### config.mk
export PLATFORM = sky130hd
export DESIGN_NAME = emr_router
export DESIGN_NICKNAME = d
export VERILOG_FILES = /design/src/hw/emr_pkg.sv /design/src/hw/emr_router.sv
export SDC_FILE = /design/constraint.sdc
export NUM_CORES = 1
export LEC_CHECK = 0
export ABC_CLOCK_PERIOD_IN_PS = 8250
export BUFFER_PORTS_ARGS = -buffer_cell sky130_fd_sc_hd__buf_4
export CAP_MARGIN = 30
export CELL_PAD_IN_SITES_DETAIL_PLACEMENT = 1
export CELL_PAD_IN_SITES_GLOBAL_PLACEMENT = 1
export CORE_ASPECT_RATIO = 0.6
export CORE_MARGIN = 10
export CORE_UTILIZATION = 35
export DETAILED_ROUTE_END_ITERATION = 8
export GPL_TIMING_DRIVEN = 0
export PLACE_DENSITY_LB_ADDON = 0.1
export SLEW_MARGIN = 20
export SYNTH_ARGS = -nofsm -noshare
export SYNTH_HDL_FRONTEND = slang
export SYNTH_SLANG_ARGS = --single-unit
### constraint.sdc
create_clock -name hclk -period 8.25 [get_ports hclk]
set_input_delay 1.2375 -clock hclk [delete_from_list [all_inputs] [get_ports hclk]]
set_output_delay 1.2375 -clock hclk [all_outputs]
set_load 0.005 [all_outputs]
### src/hw/emr_pkg.sv
package emr_pkg;

   // ------------------------------------------------------------
   // register map
   // ------------------------------------------------------------
   // printed offsets are not all multiples of four: they are indices, byte address is index * 4
   localparam logic [7:0] EMR_IDX_SERR = 8'hCA;
   localparam logic [7:0] EMR_IDX_SMI = 8'hCC;
   localparam logic [7:0] EMR_IDX_SCI = 8'hCE;
   localparam logic [7:0] EMR_IDX_CTRL = 8'hD0;
   localparam logic [7:0] EMR_IDX_STAT = 8'hD2;
   localparam logic [9:0] EMR_ADDR_SERR = {EMR_IDX_SERR, 2'b00};
   localparam logic [9:0] EMR_ADDR_SMI = {EMR_IDX_SMI, 2'b00};
   localparam logic [9:0] EMR_ADDR_SCI = {EMR_IDX_SCI, 2'b00};
   localparam logic [9:0] EMR_ADDR_CTRL = {EMR_IDX_CTRL, 2'b00};
   localparam logic [9:0] EMR_ADDR_STAT = {EMR_IDX_STAT, 2'b00};

   // ------------------------------------------------------------
   // fields and resets
   // ------------------------------------------------------------
   localparam int EMR_NSRC = 10;
   localparam logic [15:0] EMR_SERR_MASK = 16'h03FE;
   localparam logic [15:0] EMR_ECC_MASK = 16'h0180;
   localparam logic [15:0] EMR_ROUTE_RST = 16'h0000;
   localparam int EMR_BIT_CMD_SERR = 0;
   localparam logic [1:0] EMR_HTRANS_NONSEQ = 2'h2;
   localparam logic [2:0] EMR_HSIZE_WORD = 3'h2;

   typedef enum logic [1:0] {
      EMR_MSG_SERR,
      EMR_MSG_SMI,
      EMR_MSG_SCI
   } emr_msg_t;

   typedef struct packed {
      logic valid;
      emr_msg_t kind;
      logic [3:0] source;
   } emr_msg_pkt_t;

   typedef struct packed {
      logic [15:0] serr_en;
      logic [15:0] smi_en;
      logic [15:0] sci_en;
      logic serr_global;
      logic [15:0] flag_prev;
      logic [15:0] pend_serr;
      logic [15:0] pend_smi;
      logic [15:0] pend_sci;
      logic [9:0] a_addr;
      logic a_write;
      logic a_valid;
      logic [31:0] rdata;
      emr_msg_pkt_t msg;
   } emr_state_t;

endpackage

### src/hw/emr_router.sv
module emr_router
   import emr_pkg::*;
(
   input wire logic hclk,
   input wire logic hresetn,
   input wire logic hsel,
   input wire logic [31:0] haddr,
   input wire logic [1:0] htrans,
   input wire logic hwrite,
   input wire logic [2:0] hsize,
   input wire logic [31:0] hwdata,
   input wire logic hready,
   output logic hreadyout,
   output logic hresp,
   output logic [31:0] hrdata,
   input wire logic [15:0] error_status_register,
   input wire logic msg_ready,
   output logic msg_valid,
   output emr_msg_t msg_kind,
   output logic [3:0] msg_source
);

   // ------------------------------------------------------------
   // state
   // ------------------------------------------------------------
   emr_state_t s_q;
   emr_state_t s_d;
   logic [15:0] rise;
   logic [15:0] rd_val;
   logic take;
   logic [15:0] serr_all;
   logic [15:0] smi_all;
   logic [15:0] sci_all;

   assign hreadyout = 1'b1;
   assign hresp = 1'b0;
   assign hrdata = s_q.rdata;
   assign msg_valid = s_q.msg.valid;
   assign msg_kind = s_q.msg.kind;
   assign msg_source = s_q.msg.source;

   // ------------------------------------------------------------
   // next state
   // ------------------------------------------------------------
   always_comb begin
      s_d = s_q;
      rd_val = 16'h0000;
      take = hsel && hready && htrans == EMR_HTRANS_NONSEQ && hsize == EMR_HSIZE_WORD;
      // edge only: a flag held set by its owner sends one message per enabled kind, not a stream
      rise = error_status_register & ~s_q.flag_prev;
      s_d.flag_prev = error_status_register;
      // system-error needs the per-source enable and the global command enable
      if (s_q.serr_global) begin
         s_d.pend_serr = s_q.pend_serr | (rise & s_q.serr_en);
      end
      s_d.pend_smi = s_q.pend_smi | (rise & s_q.smi_en);
      s_d.pend_sci = s_q.pend_sci | (rise & s_q.sci_en);
      // data phase write
      if (s_q.a_valid && s_q.a_write) begin
         if (s_q.a_addr == EMR_ADDR_SERR) begin
            s_d.serr_en = hwdata[15:0] & EMR_SERR_MASK;
         end else if (s_q.a_addr == EMR_ADDR_SMI) begin
            s_d.smi_en = hwdata[15:0] & EMR_ECC_MASK;
         end else if (s_q.a_addr == EMR_ADDR_SCI) begin
            s_d.sci_en = hwdata[15:0] & EMR_ECC_MASK;
         end else if (s_q.a_addr == EMR_ADDR_CTRL) begin
            s_d.serr_global = hwdata[EMR_BIT_CMD_SERR];
         end
      end
      // address phase, read data registered for the next cycle
      s_d.a_valid = take;
      s_d.a_write = hwrite;
      s_d.a_addr = haddr[9:0];
      if (haddr[9:0] == EMR_ADDR_SERR) begin
         rd_val = s_q.serr_en;
      end else if (haddr[9:0] == EMR_ADDR_SMI) begin
         rd_val = s_q.smi_en;
      end else if (haddr[9:0] == EMR_ADDR_SCI) begin
         rd_val = s_q.sci_en;
      end else if (haddr[9:0] == EMR_ADDR_CTRL) begin
         rd_val = {15'h0000, s_q.serr_global};
      end else if (haddr[9:0] == EMR_ADDR_STAT) begin
         rd_val = s_q.pend_serr | s_q.pend_smi | s_q.pend_sci;
      end
      s_d.rdata = (take && !hwrite) ? {16'h0000, rd_val} : 32'h0000_0000;
      // hub message out: errors only leave as messages, never on a pin
      if (s_q.msg.valid && msg_ready) begin
         s_d.msg.valid = 1'b0;
      end
      serr_all = s_d.pend_serr;
      smi_all = s_d.pend_smi;
      sci_all = s_d.pend_sci;
      if (!s_d.msg.valid) begin
         // system-error before management before control; within one kind, lowest source first
         for (int i = 15; i >= 0; i--) begin
            if (sci_all[i]) begin
               s_d.msg = '{valid: 1'b1, kind: EMR_MSG_SCI, source: 4'(i)};
            end
         end
         for (int i = 15; i >= 0; i--) begin
            if (smi_all[i]) begin
               s_d.msg = '{valid: 1'b1, kind: EMR_MSG_SMI, source: 4'(i)};
            end
         end
         for (int i = 15; i >= 0; i--) begin
            if (serr_all[i]) begin
               s_d.msg = '{valid: 1'b1, kind: EMR_MSG_SERR, source: 4'(i)};
            end
         end
         if (s_d.msg.valid) begin
            if (s_d.msg.kind == EMR_MSG_SERR) begin
               s_d.pend_serr[s_d.msg.source] = 1'b0;
            end else if (s_d.msg.kind == EMR_MSG_SMI) begin
               s_d.pend_smi[s_d.msg.source] = 1'b0;
            end else begin
               s_d.pend_sci[s_d.msg.source] = 1'b0;
            end
         end
      end
   end

   // ------------------------------------------------------------
   // registers
   // ------------------------------------------------------------
   always_ff @(posedge hclk or negedge hresetn) begin
      if (!hresetn) begin
         s_q <= '0;
      end else begin
         s_q <= s_d;
      end
   end

   // ------------------------------------------------------------
   // checks
   // ------------------------------------------------------------
   route_reset_a: assert property (@(posedge hclk) $rose(hresetn) |-> s_q.serr_en == EMR_ROUTE_RST
      && s_q.smi_en == EMR_ROUTE_RST && s_q.sci_en == EMR_ROUTE_RST) else $error("routing not zero");
   reserved_zero_a: assert property (@(posedge hclk) disable iff (!hresetn)
      (s_q.serr_en & ~EMR_SERR_MASK) == 16'h0000 && (s_q.smi_en & ~EMR_ECC_MASK) == 16'h0000)
      else $error("reserved bit set");
   serr_gate_a: assert property (@(posedge hclk) disable iff (!hresetn)
      $past(!s_q.serr_global) && $past(s_q.pend_serr) == 16'h0000 |-> s_q.pend_serr == 16'h0000)
      else $error("serr queued while disabled");
   serr_queue_a: assert property (@(posedge hclk) disable iff (!hresetn)
      s_q.serr_global && s_q.serr_en[5] && error_status_register[5] && !s_q.flag_prev[5]
      |=> s_q.pend_serr[5] || (s_q.msg.valid && s_q.msg.source == 4'd5)) else $error("serr lost");
   held_flag_a: assert property (@(posedge hclk) disable iff (!hresetn)
      s_q.flag_prev[7] && error_status_register[7] && s_q.pend_smi[7] == 1'b0
      |=> !s_q.pend_smi[7]) else $error("repeat message");
   msg_hold_a: assert property (@(posedge hclk) disable iff (!hresetn)
      msg_valid && !msg_ready |=> msg_valid && $stable(msg_source) && $stable(msg_kind))
      else $error("message dropped");
   smi_queue_a: assert property (@(posedge hclk) disable iff (!hresetn)
      s_q.smi_en[8] && error_status_register[8] && !s_q.flag_prev[8]
      |=> s_q.pend_smi[8] || (msg_valid && msg_kind == EMR_MSG_SMI)) else $error("smi lost");
   sci_queue_a: assert property (@(posedge hclk) disable iff (!hresetn)
      s_q.sci_en[7] && error_status_register[7] && !s_q.flag_prev[7]
      |=> s_q.pend_sci[7] || (msg_valid && msg_kind == EMR_MSG_SCI)) else $error("sci lost");

   // ------------------------------------------------------------
   // register bus checks
   // ------------------------------------------------------------
   sci_reserved_a: assert property (@(posedge hclk) disable iff (!hresetn)
      (s_q.sci_en & ~EMR_ECC_MASK) == 16'h0000)
      else $error("reserved control bit set");
   upper_zero_a: assert property (@(posedge hclk) disable iff (!hresetn)
      hrdata[31:16] == 16'h0000)
      else $error("upper read bits set");
   serr_write_a: assert property (@(posedge hclk) disable iff (!hresetn)
      $past(s_q.a_valid && s_q.a_write && s_q.a_addr == EMR_ADDR_SERR)
      |-> s_q.serr_en == ($past(hwdata[15:0]) & EMR_SERR_MASK))
      else $error("system-error enable write lost");
   smi_write_a: assert property (@(posedge hclk) disable iff (!hresetn)
      $past(s_q.a_valid && s_q.a_write && s_q.a_addr == EMR_ADDR_SMI)
      |-> s_q.smi_en == ($past(hwdata[15:0]) & EMR_ECC_MASK))
      else $error("management enable write lost");
   sci_write_a: assert property (@(posedge hclk) disable iff (!hresetn)
      $past(s_q.a_valid && s_q.a_write && s_q.a_addr == EMR_ADDR_SCI)
      |-> s_q.sci_en == ($past(hwdata[15:0]) & EMR_ECC_MASK))
      else $error("control enable write lost");
   ctrl_write_a: assert property (@(posedge hclk) disable iff (!hresetn)
      $past(s_q.a_valid && s_q.a_write && s_q.a_addr == EMR_ADDR_CTRL)
      |-> s_q.serr_global == $past(hwdata[EMR_BIT_CMD_SERR]))
      else $error("global enable write lost");

   // ------------------------------------------------------------
   // message link checks
   // ------------------------------------------------------------
   msg_reset_a: assert property (@(posedge hclk)
      $rose(hresetn) |-> !msg_valid && s_q.pend_serr == 16'h0000)
      else $error("message after reset");
   msg_kind_a: assert property (@(posedge hclk) disable iff (!hresetn)
      msg_valid |-> msg_kind inside {EMR_MSG_SERR, EMR_MSG_SMI, EMR_MSG_SCI})
      else $error("bad message kind");
   ecc_only_a: assert property (@(posedge hclk) disable iff (!hresetn)
      msg_valid && msg_kind != EMR_MSG_SERR |-> msg_source == 4'd7 || msg_source == 4'd8)
      else $error("interrupt from non-ecc source");
   serr_src_a: assert property (@(posedge hclk) disable iff (!hresetn)
      msg_valid && msg_kind == EMR_MSG_SERR |-> msg_source >= 4'd1 && msg_source <= 4'd9)
      else $error("system-error from reserved source");
   msg_drain_a: assert property (@(posedge hclk) disable iff (!hresetn)
      msg_valid && msg_ready && rise == 16'h0000 && s_q.pend_serr == 16'h0000
      && s_q.pend_smi == 16'h0000 && s_q.pend_sci == 16'h0000 |=> !msg_valid)
      else $error("message repeated");

   // ------------------------------------------------------------
   // per-source checks
   // ------------------------------------------------------------
   // one copy per status bit, so a fault in one source's path shows by itself
   for (genvar g = 0; g < 16; g++) begin : src_g
      serr_block_a: assert property (@(posedge hclk) disable iff (!hresetn)
         !s_q.serr_en[g] && !s_q.pend_serr[g] |=> !s_q.pend_serr[g])
         else $error("system-error from disabled source");
      global_off_a: assert property (@(posedge hclk) disable iff (!hresetn)
         !s_q.serr_global && !s_q.pend_serr[g] |=> !s_q.pend_serr[g])
         else $error("system-error while globally off");
      smi_block_a: assert property (@(posedge hclk) disable iff (!hresetn)
         !s_q.smi_en[g] && !s_q.pend_smi[g] |=> !s_q.pend_smi[g])
         else $error("management from disabled source");
      sci_block_a: assert property (@(posedge hclk) disable iff (!hresetn)
         !s_q.sci_en[g] && !s_q.pend_sci[g] |=> !s_q.pend_sci[g])
         else $error("control from disabled source");
      serr_rise_a: assert property (@(posedge hclk) disable iff (!hresetn)
         s_q.serr_global && s_q.serr_en[g] && error_status_register[g] && !s_q.flag_prev[g]
         |=> s_q.pend_serr[g] || (msg_valid && msg_kind == EMR_MSG_SERR && msg_source == 4'(g)))
         else $error("system-error event lost");
      smi_rise_a: assert property (@(posedge hclk) disable iff (!hresetn)
         s_q.smi_en[g] && error_status_register[g] && !s_q.flag_prev[g]
         |=> s_q.pend_smi[g] || (msg_valid && msg_kind == EMR_MSG_SMI && msg_source == 4'(g)))
         else $error("management event lost");
      sci_rise_a: assert property (@(posedge hclk) disable iff (!hresetn)
         s_q.sci_en[g] && error_status_register[g] && !s_q.flag_prev[g]
         |=> s_q.pend_sci[g] || (msg_valid && msg_kind == EMR_MSG_SCI && msg_source == 4'(g)))
         else $error("control event lost");
      no_repeat_a: assert property (@(posedge hclk) disable iff (!hresetn)
         s_q.flag_prev[g] && !s_q.pend_serr[g] && !s_q.pend_smi[g] && !s_q.pend_sci[g]
         |=> !s_q.pend_serr[g] && !s_q.pend_smi[g] && !s_q.pend_sci[g])
         else $error("held flag queued again");
   end

endmodule

---- After elaboration in Yosys (flattened, before gate mapping) ----
Index checks and enable logic that the tools add are counted.
word-level totals
  bits in writable memories ............... 0
  ROM bits ................................ 0
  word-level logic and storage cells ...... 125
  bits in registers ....................... 113
  bits in latches ......................... 0
  output and inout bits ................... 41
  bits of input ports ..................... 91
  memories kept ........................... 0
cells by class
  add/subtract/negate cells ............... 0
  reduce and logical (&&, ||, !) cells .... 13
  muxes and demuxes ....................... 66
  divide/modulo/power cells ............... 0
  shifts and indexed selects .............. 0
  equal/unequal tests ..................... 12
  order comparisons ....................... 2
  multiply operators ...................... 0
  bitwise operators ....................... 17
operators with widths
  operator              number
  $mux 7                50
  $mux 16               10
  $mux 48               2
  $eq 10x10->1 const B  9
  $or 16x16->16         5
  $and 16x16->16        4
  $and 16x9->16         2
  $mux 32               1
  $not 16->16           2
  $and 16x10->16        1
  $logic_and 1x1->1     7
  $lt 4x5->1 const B    1
  $reduce_and 5->1      1
  $demux 1 s4           1
  $ge 4x1->1 const B    1
  $reduce_and 4->1      1
  $eq 3x2->1 const B    1
  $not 1->1             3
  $reduce_and 3->1      1
  $eq 2x1->1 const B    1
  $eq 2x2->1 const B    1
  $logic_not 2->1       1
  $mux 1                2
  $reduce_and 2->1      1
  $logic_not 1->1       1

---- Logic depth before layout (Yosys ltp) ----
  depth after elaboration ................. 63
  gate-level depth with buffers ........... 9
  depth with buffers taken out ............ 7

---- Least setup slack after synthesis ----
Ideal clock, no wire load.
  path type ............................... input to register
  start ................................... input error_status_register[8]
  end ..................................... register s_q[84] (netlist name)
  required time ........................... 8.121 ns
  arrival time ............................ 3.339 ns
  setup time .............................. 0.129 ns
  stages .................................. 7
  slack ................................... 4.782 ns
  path buffers ............................ 0
  cell sequence ........................... nor2b_1 a21oi_1 o2111ai_1 a21o_1 a2111oi_0 o21ai_0 o41a_1
RTL lines
  element               RTL line           RTL
  from (decl)           emr_router.sv:16   input wire logic [15:0] error_status_register,
  to (signal assigned)  emr_router.sv:127  s_q <= '0;
  to (signal assigned)  emr_router.sv:129  s_q <= s_d;
  to (decl)             emr_router.sv:26   emr_state_t s_q;

---- Final worst setup path ----
  start ................................... input error_status_register[8]
  end ..................................... register s_q[81] (netlist name)
between the ends
  word-level cells in the longest chain between the ends .. 55
  elaborated cells between the ends (all ways) .. 63
  classes of those cells .................. 2 x order compare; 1 x eq/ne; 49 x mux; 9 x bitwise; 2 x reduce/logical
RTL lines
  element                          RTL line           RTL
  $and 16x16->16 (*)               emr_router.sv:50   rise = error_status_register & ~s_q.flag_prev;
  $and 16x9->16                    emr_router.sv:57   s_d.pend_sci = s_q.pend_sci | (rise & s_q.sci_en);
  $or 16x16->16                    emr_router.sv:57
  $mux 7 (9 in a row)              emr_router.sv:96   if (sci_all[i]) begin
  $mux 7 (16 in a row)             emr_router.sv:101  if (smi_all[i]) begin
  $mux 7 (7 in a row)              emr_router.sv:106  if (serr_all[i]) begin
  $mux 7 (*) (9 in a row)          emr_router.sv:106
  $mux 7 (*)                       emr_router.sv:93   if (!s_d.msg.valid) begin
  (+2 left out)                    --
  $mux 1 (implied by the code)     emr_router.sv:114  s_d.pend_smi[s_d.msg.source] = 1'b0;
  $demux 1 s4                      emr_router.sv:114
  $not 16->16 (no source line)     --
  $and 16x16->16 (no source line)  --
  $mux 16                          emr_router.sv:113  end else if (s_d.msg.kind == EMR_MSG_SMI) begin
  $mux 32                          emr_router.sv:111  if (s_d.msg.kind == EMR_MSG_SERR) begin
  $mux 48 (*)                      emr_router.sv:110  if (s_d.msg.valid) begin
  $mux 48 (*)                      emr_router.sv:93
Every way passes the cells marked *; elsewhere a longest branch is shown, timed or not. The select of a mux whose other input is x is not followed.
A chain may end at the register's enable or synchronous reset.

==> summary.md <==
### Synth
• **main flop type after synthesis** sky130_fd_sc_hd__dfrtp_1
• **fraction of registers with async set/reset** 100%
• **synth unique cells** 58
• **most frequent cells after synthesis** 106 x sky130_fd_sc_hd__dfrtp_1, 57 x sky130_fd_sc_hd__nor2_1, 40 x sky130_fd_sc_hd__buf_4
• **synthesized flop and latch total** 106
• **Yosys top cell by area** sky130_fd_sc_hd__dfrtp_1
• **cell types with the largest area share after synthesis** sky130_fd_sc_hd__dfrtp_1 51%, sky130_fd_sc_hd__buf_4 5.8%, sky130_fd_sc_hd__nor2_1 4.1%, sky130_fd_sc_hd__a21oi_1 3.4%, sky130_fd_sc_hd__mux2_2 3.0%
• **synthesized area per cell** 10.1 um2
• **count of warnings emitted by yosys** 0
• **most frequently used cell type in the post-synthesis netlist** sky130_fd_sc_hd__dfrtp_1
• **share of the synthesized area in the top cell type** 51.1%
• **Netlist Area Pre-Place** 0.00519 mm2
• **Post-synth EDFFs** 0
• **number of instances in the synthesized netlist** 514
• **register area share after synthesis** 51.1%

### Power and ir drop
• **combinational share of power** 32.3%
• **power density normalized to cell area** 235 mW/mm2
• **clock network fraction of total power** 28.2%
• **VDD IR-drop max** 105 uV
• **fraction of power spent switching nets** 38.7%
• **Net Sw Power** 577 uW
• **Pint** 916 uW
• **Seq pwr share** 39.5%
• **Leak** 0.00294 uW
• **overall power after layout** 1490 uW

### Floorplanning
• **die footprint** 0.0203 mm2
• **starting utilization of the core area** 35.8%
• **Core Box Area** 0.0145 mm2
• **standard-cell rows** 34
• **die span in y** 114 um
• **horizontal extent of the die** 177 um
• **top-level I/O count** 132

### Critical path
• **critical path capture point type** flop
• **cell type of the slowest stage on the worst timing path** sky130_fd_sc_hd__a2111oi_1
• **type of the setup path with the least slack** primary input to flop
• **critical path fanouts, max** 9
• **Crit path max-delay family** compound AO/OA/AOI/OAI gates
• **worst path cell trace** buf_4 -> nor2b_1 -> a21oi_1 -> o2111ai_1 -> a2111oi_1 -> o221ai_1 -> or2_1 -> clkbuf_1 -> o31a_1
• **delay of the slowest cell on the worst path** 0.95 ns
• **critical path launch point type** primary input
• **Data required, critical path** 8.48 ns
• **setup slack of the worst register-to-register path** 4.07 ns
• **critical path buffer and inverter count** 2
• **Critical Path AT** 4.63 ns

### Cells and area
• **ratio of cells with drive above 1 in the final layout** 24.8%
• **count of antenna diodes in the layout** 0
• **fill cell total of the finished layout** 1655
• **FF+latch area** 0.00265 mm2
• **footprint of the multi-input gates** 0.00222 mm2
• **utilization of the core after routing** 43.7%
• **layout overhead on the synthesized area** 22.2%
• **number of nets in the layout** 700

### Global route
• **number of antenna violations at the first check in global routing** 0
• **All-Layer GR Usage** 18.5%
• **wire length of the first global-routing pass** 28800 um
• **via count of the first global-routing pass** 4722
• **pin count of the biggest net entering global routing** 107
• **global-route congestion overflow total** 0

### Clocking
• **deepest level of the CTS H-tree** 3
• **Reg clk slew, reported paths** 0.08 ns
• **maximum clock insertion buffer count** 2
• **number of hold buffers added after CTS** 0
• **insertion delay to the later sink of the worst-skew pair** 0.35 ns
• **clock tree from TritonCTS** yes
• **Resized cells post-CTS** 0
• **CTS Sinks** 106
• **clock root buffer master** sky130_fd_sc_hd__clkbuf_16
• **total CTS buffers** 9
• **number of setup buffers added after CTS** 0

### Routing
• **DRC viols** 0
• **Via Count** 4485
• **final routed wire length divided by cell count** 22.8 um
• **number of nets with antenna violations after routing** 0
• **number of DRC markers in iteration 0** 483
• **drt first pass iters** 5
• **Avg Vias per Cell** 5.52
• **Post-Route WL** 18500 um

### Place
• **final weighted congestion in routability-driven placement** 0.885
• **Port Buffer Count** 62
• **detailed placer's ending HPWL** 14400 um

### Job
• **Max Cap Violations** 0

### Timing
• **Max Transition Viols Final** 0
• **Relative slew margins** 29.2%
• **RSZ-0062 raised after global routing** no
• **Final Setup Violations** 0
• **sum of negative setup slack** 0 ns
• **transition time of the tightest slew-check pin** 1.06 ns
• **crit share post-route** 53.3%
• **final critical delay including setup and external delays** 4.40 ns
• **Final Hold Fails** 0
• **maximum clock frequency** 227 MHz
• **worst clock skew on the final layout** 0.0121 ns

### Min path
• **path type of the worst min-delay path** flop to flop

### Run status
• **status** finished clean

power by group through the flow:
stage                     logic, uW  registers (uW)  clock network [uW]
after CTS                       473             589                 430
after floorplan                 257             580                   0
after global placement          452             595                   0
after global routing            517             594                 450
final                           482             589                 421
after detailed placement        470             598                   0
layout make-up:
cell class                 count  share of cell area (%)
sequential                   106                    41.8
multi-input combinational    355                    35.0
timing repair buffer          68                    8.34
buffer                        51                    5.39
tap                          198                    3.91
clock buffer                   9                    3.55
inverter                      18                    1.07
clock inverter                 7                   0.927
state kept, by name, summed over array words and instances (netlist names):
name / count
hrdata: 16
msg_kind: 2
msg_source: 4
msg_valid: 1
s_q: 83
layer usage:
metal	track usage (%)	vias to the layer above	wire length [um]
li1	-	2027	-
met1	28.0	2313	9490
met2	26.4	136	7750
met3	4.28	9	1180
met4	2.84	0	95
met5	0	-	0
layout by cell type (no fill, tap or decap), types with 6 or more instances in the layout:
cell                        Yosys  routed
sky130_fd_sc_hd__inv_1         18      18
sky130_fd_sc_hd__a21oi_1       35      35
sky130_fd_sc_hd__o21ai_0       10      10
sky130_fd_sc_hd__o31ai_1       14      13
sky130_fd_sc_hd__nand2_1       28      28
sky130_fd_sc_hd__a21boi_0      13      13
sky130_fd_sc_hd__conb_1         2      18
sky130_fd_sc_hd__buf_4         40     104
sky130_fd_sc_hd__clkbuf_1      11      11
sky130_fd_sc_hd__dfrtp_1      106     106
sky130_fd_sc_hd__nor4_1         9       9
sky130_fd_sc_hd__o31a_1        16      16
sky130_fd_sc_hd__nor3_1        23      23
sky130_fd_sc_hd__nor2_1        57      57
sky130_fd_sc_hd__and4b_1        7       7
sky130_fd_sc_hd__mux2_2        14      14
sky130_fd_sc_hd__nand4_1        6       6
sky130_fd_sc_hd__nand3_1        9       9
sky130_fd_sc_hd__clkbuf_16      0       9
per-stage QoR:
stage | worst slack, ns | std cells | hold slack (ns) | cell area (um2)
after floorplan | 4.78 | 530 | 0.454 | 5250
after global placement | 3.35 | 790 | 0.494 | 5960
after detailed placement | 3.56 | 793 | 0.492 | 6010
after CTS | 3.92 | 809 | 0.510 | 6300
after global routing | 3.70 | 812 | 0.537 | 6340
final | 3.85 | 812 | 0.503 | 6340
worst min-delay path: stages (launching register included):
cell and delay [ns]:
sky130_fd_sc_hd__dfrtp_1 0.37, sky130_fd_sc_hd__nand2_1 0.06, sky130_fd_sc_hd__nand2_1 0.05
logic make-up after synthesis:
logic type / synth area share [%]
AND/OR/NAND/NOR: 19.4
buffers and inverters: 7.88
flip-flops: 51.1
AO/OA/AOI/OAI: 18.5
other: 0.145
multiplexers: 3.04
worst paths after layout:
path | end | cells after the start | start
worst max register to register | s_q[81]$_DFFE_PN0P_ | 8 | s_q[115]$_DFFE_PN0P_
worst min-delay path | msg_source[3]$_DFFE_PN0N_ | 2 | msg_source[3]$_DFFE_PN0N_
max in group asynchronous | s_q[81]$_DFFE_PN0P_ | 2 | hresetn
worst min register to register | msg_source[3]$_DFFE_PN0N_ | 2 | msg_source[3]$_DFFE_PN0N_
min in group asynchronous | s_q[151]$_DFFE_PN0P_ | 1 | hresetn
worst max-delay path | s_q[81]$_DFFE_PN0P_ | 9 | error_status_register[8]
No activity file was read; power rests on OpenSTA's default activity.
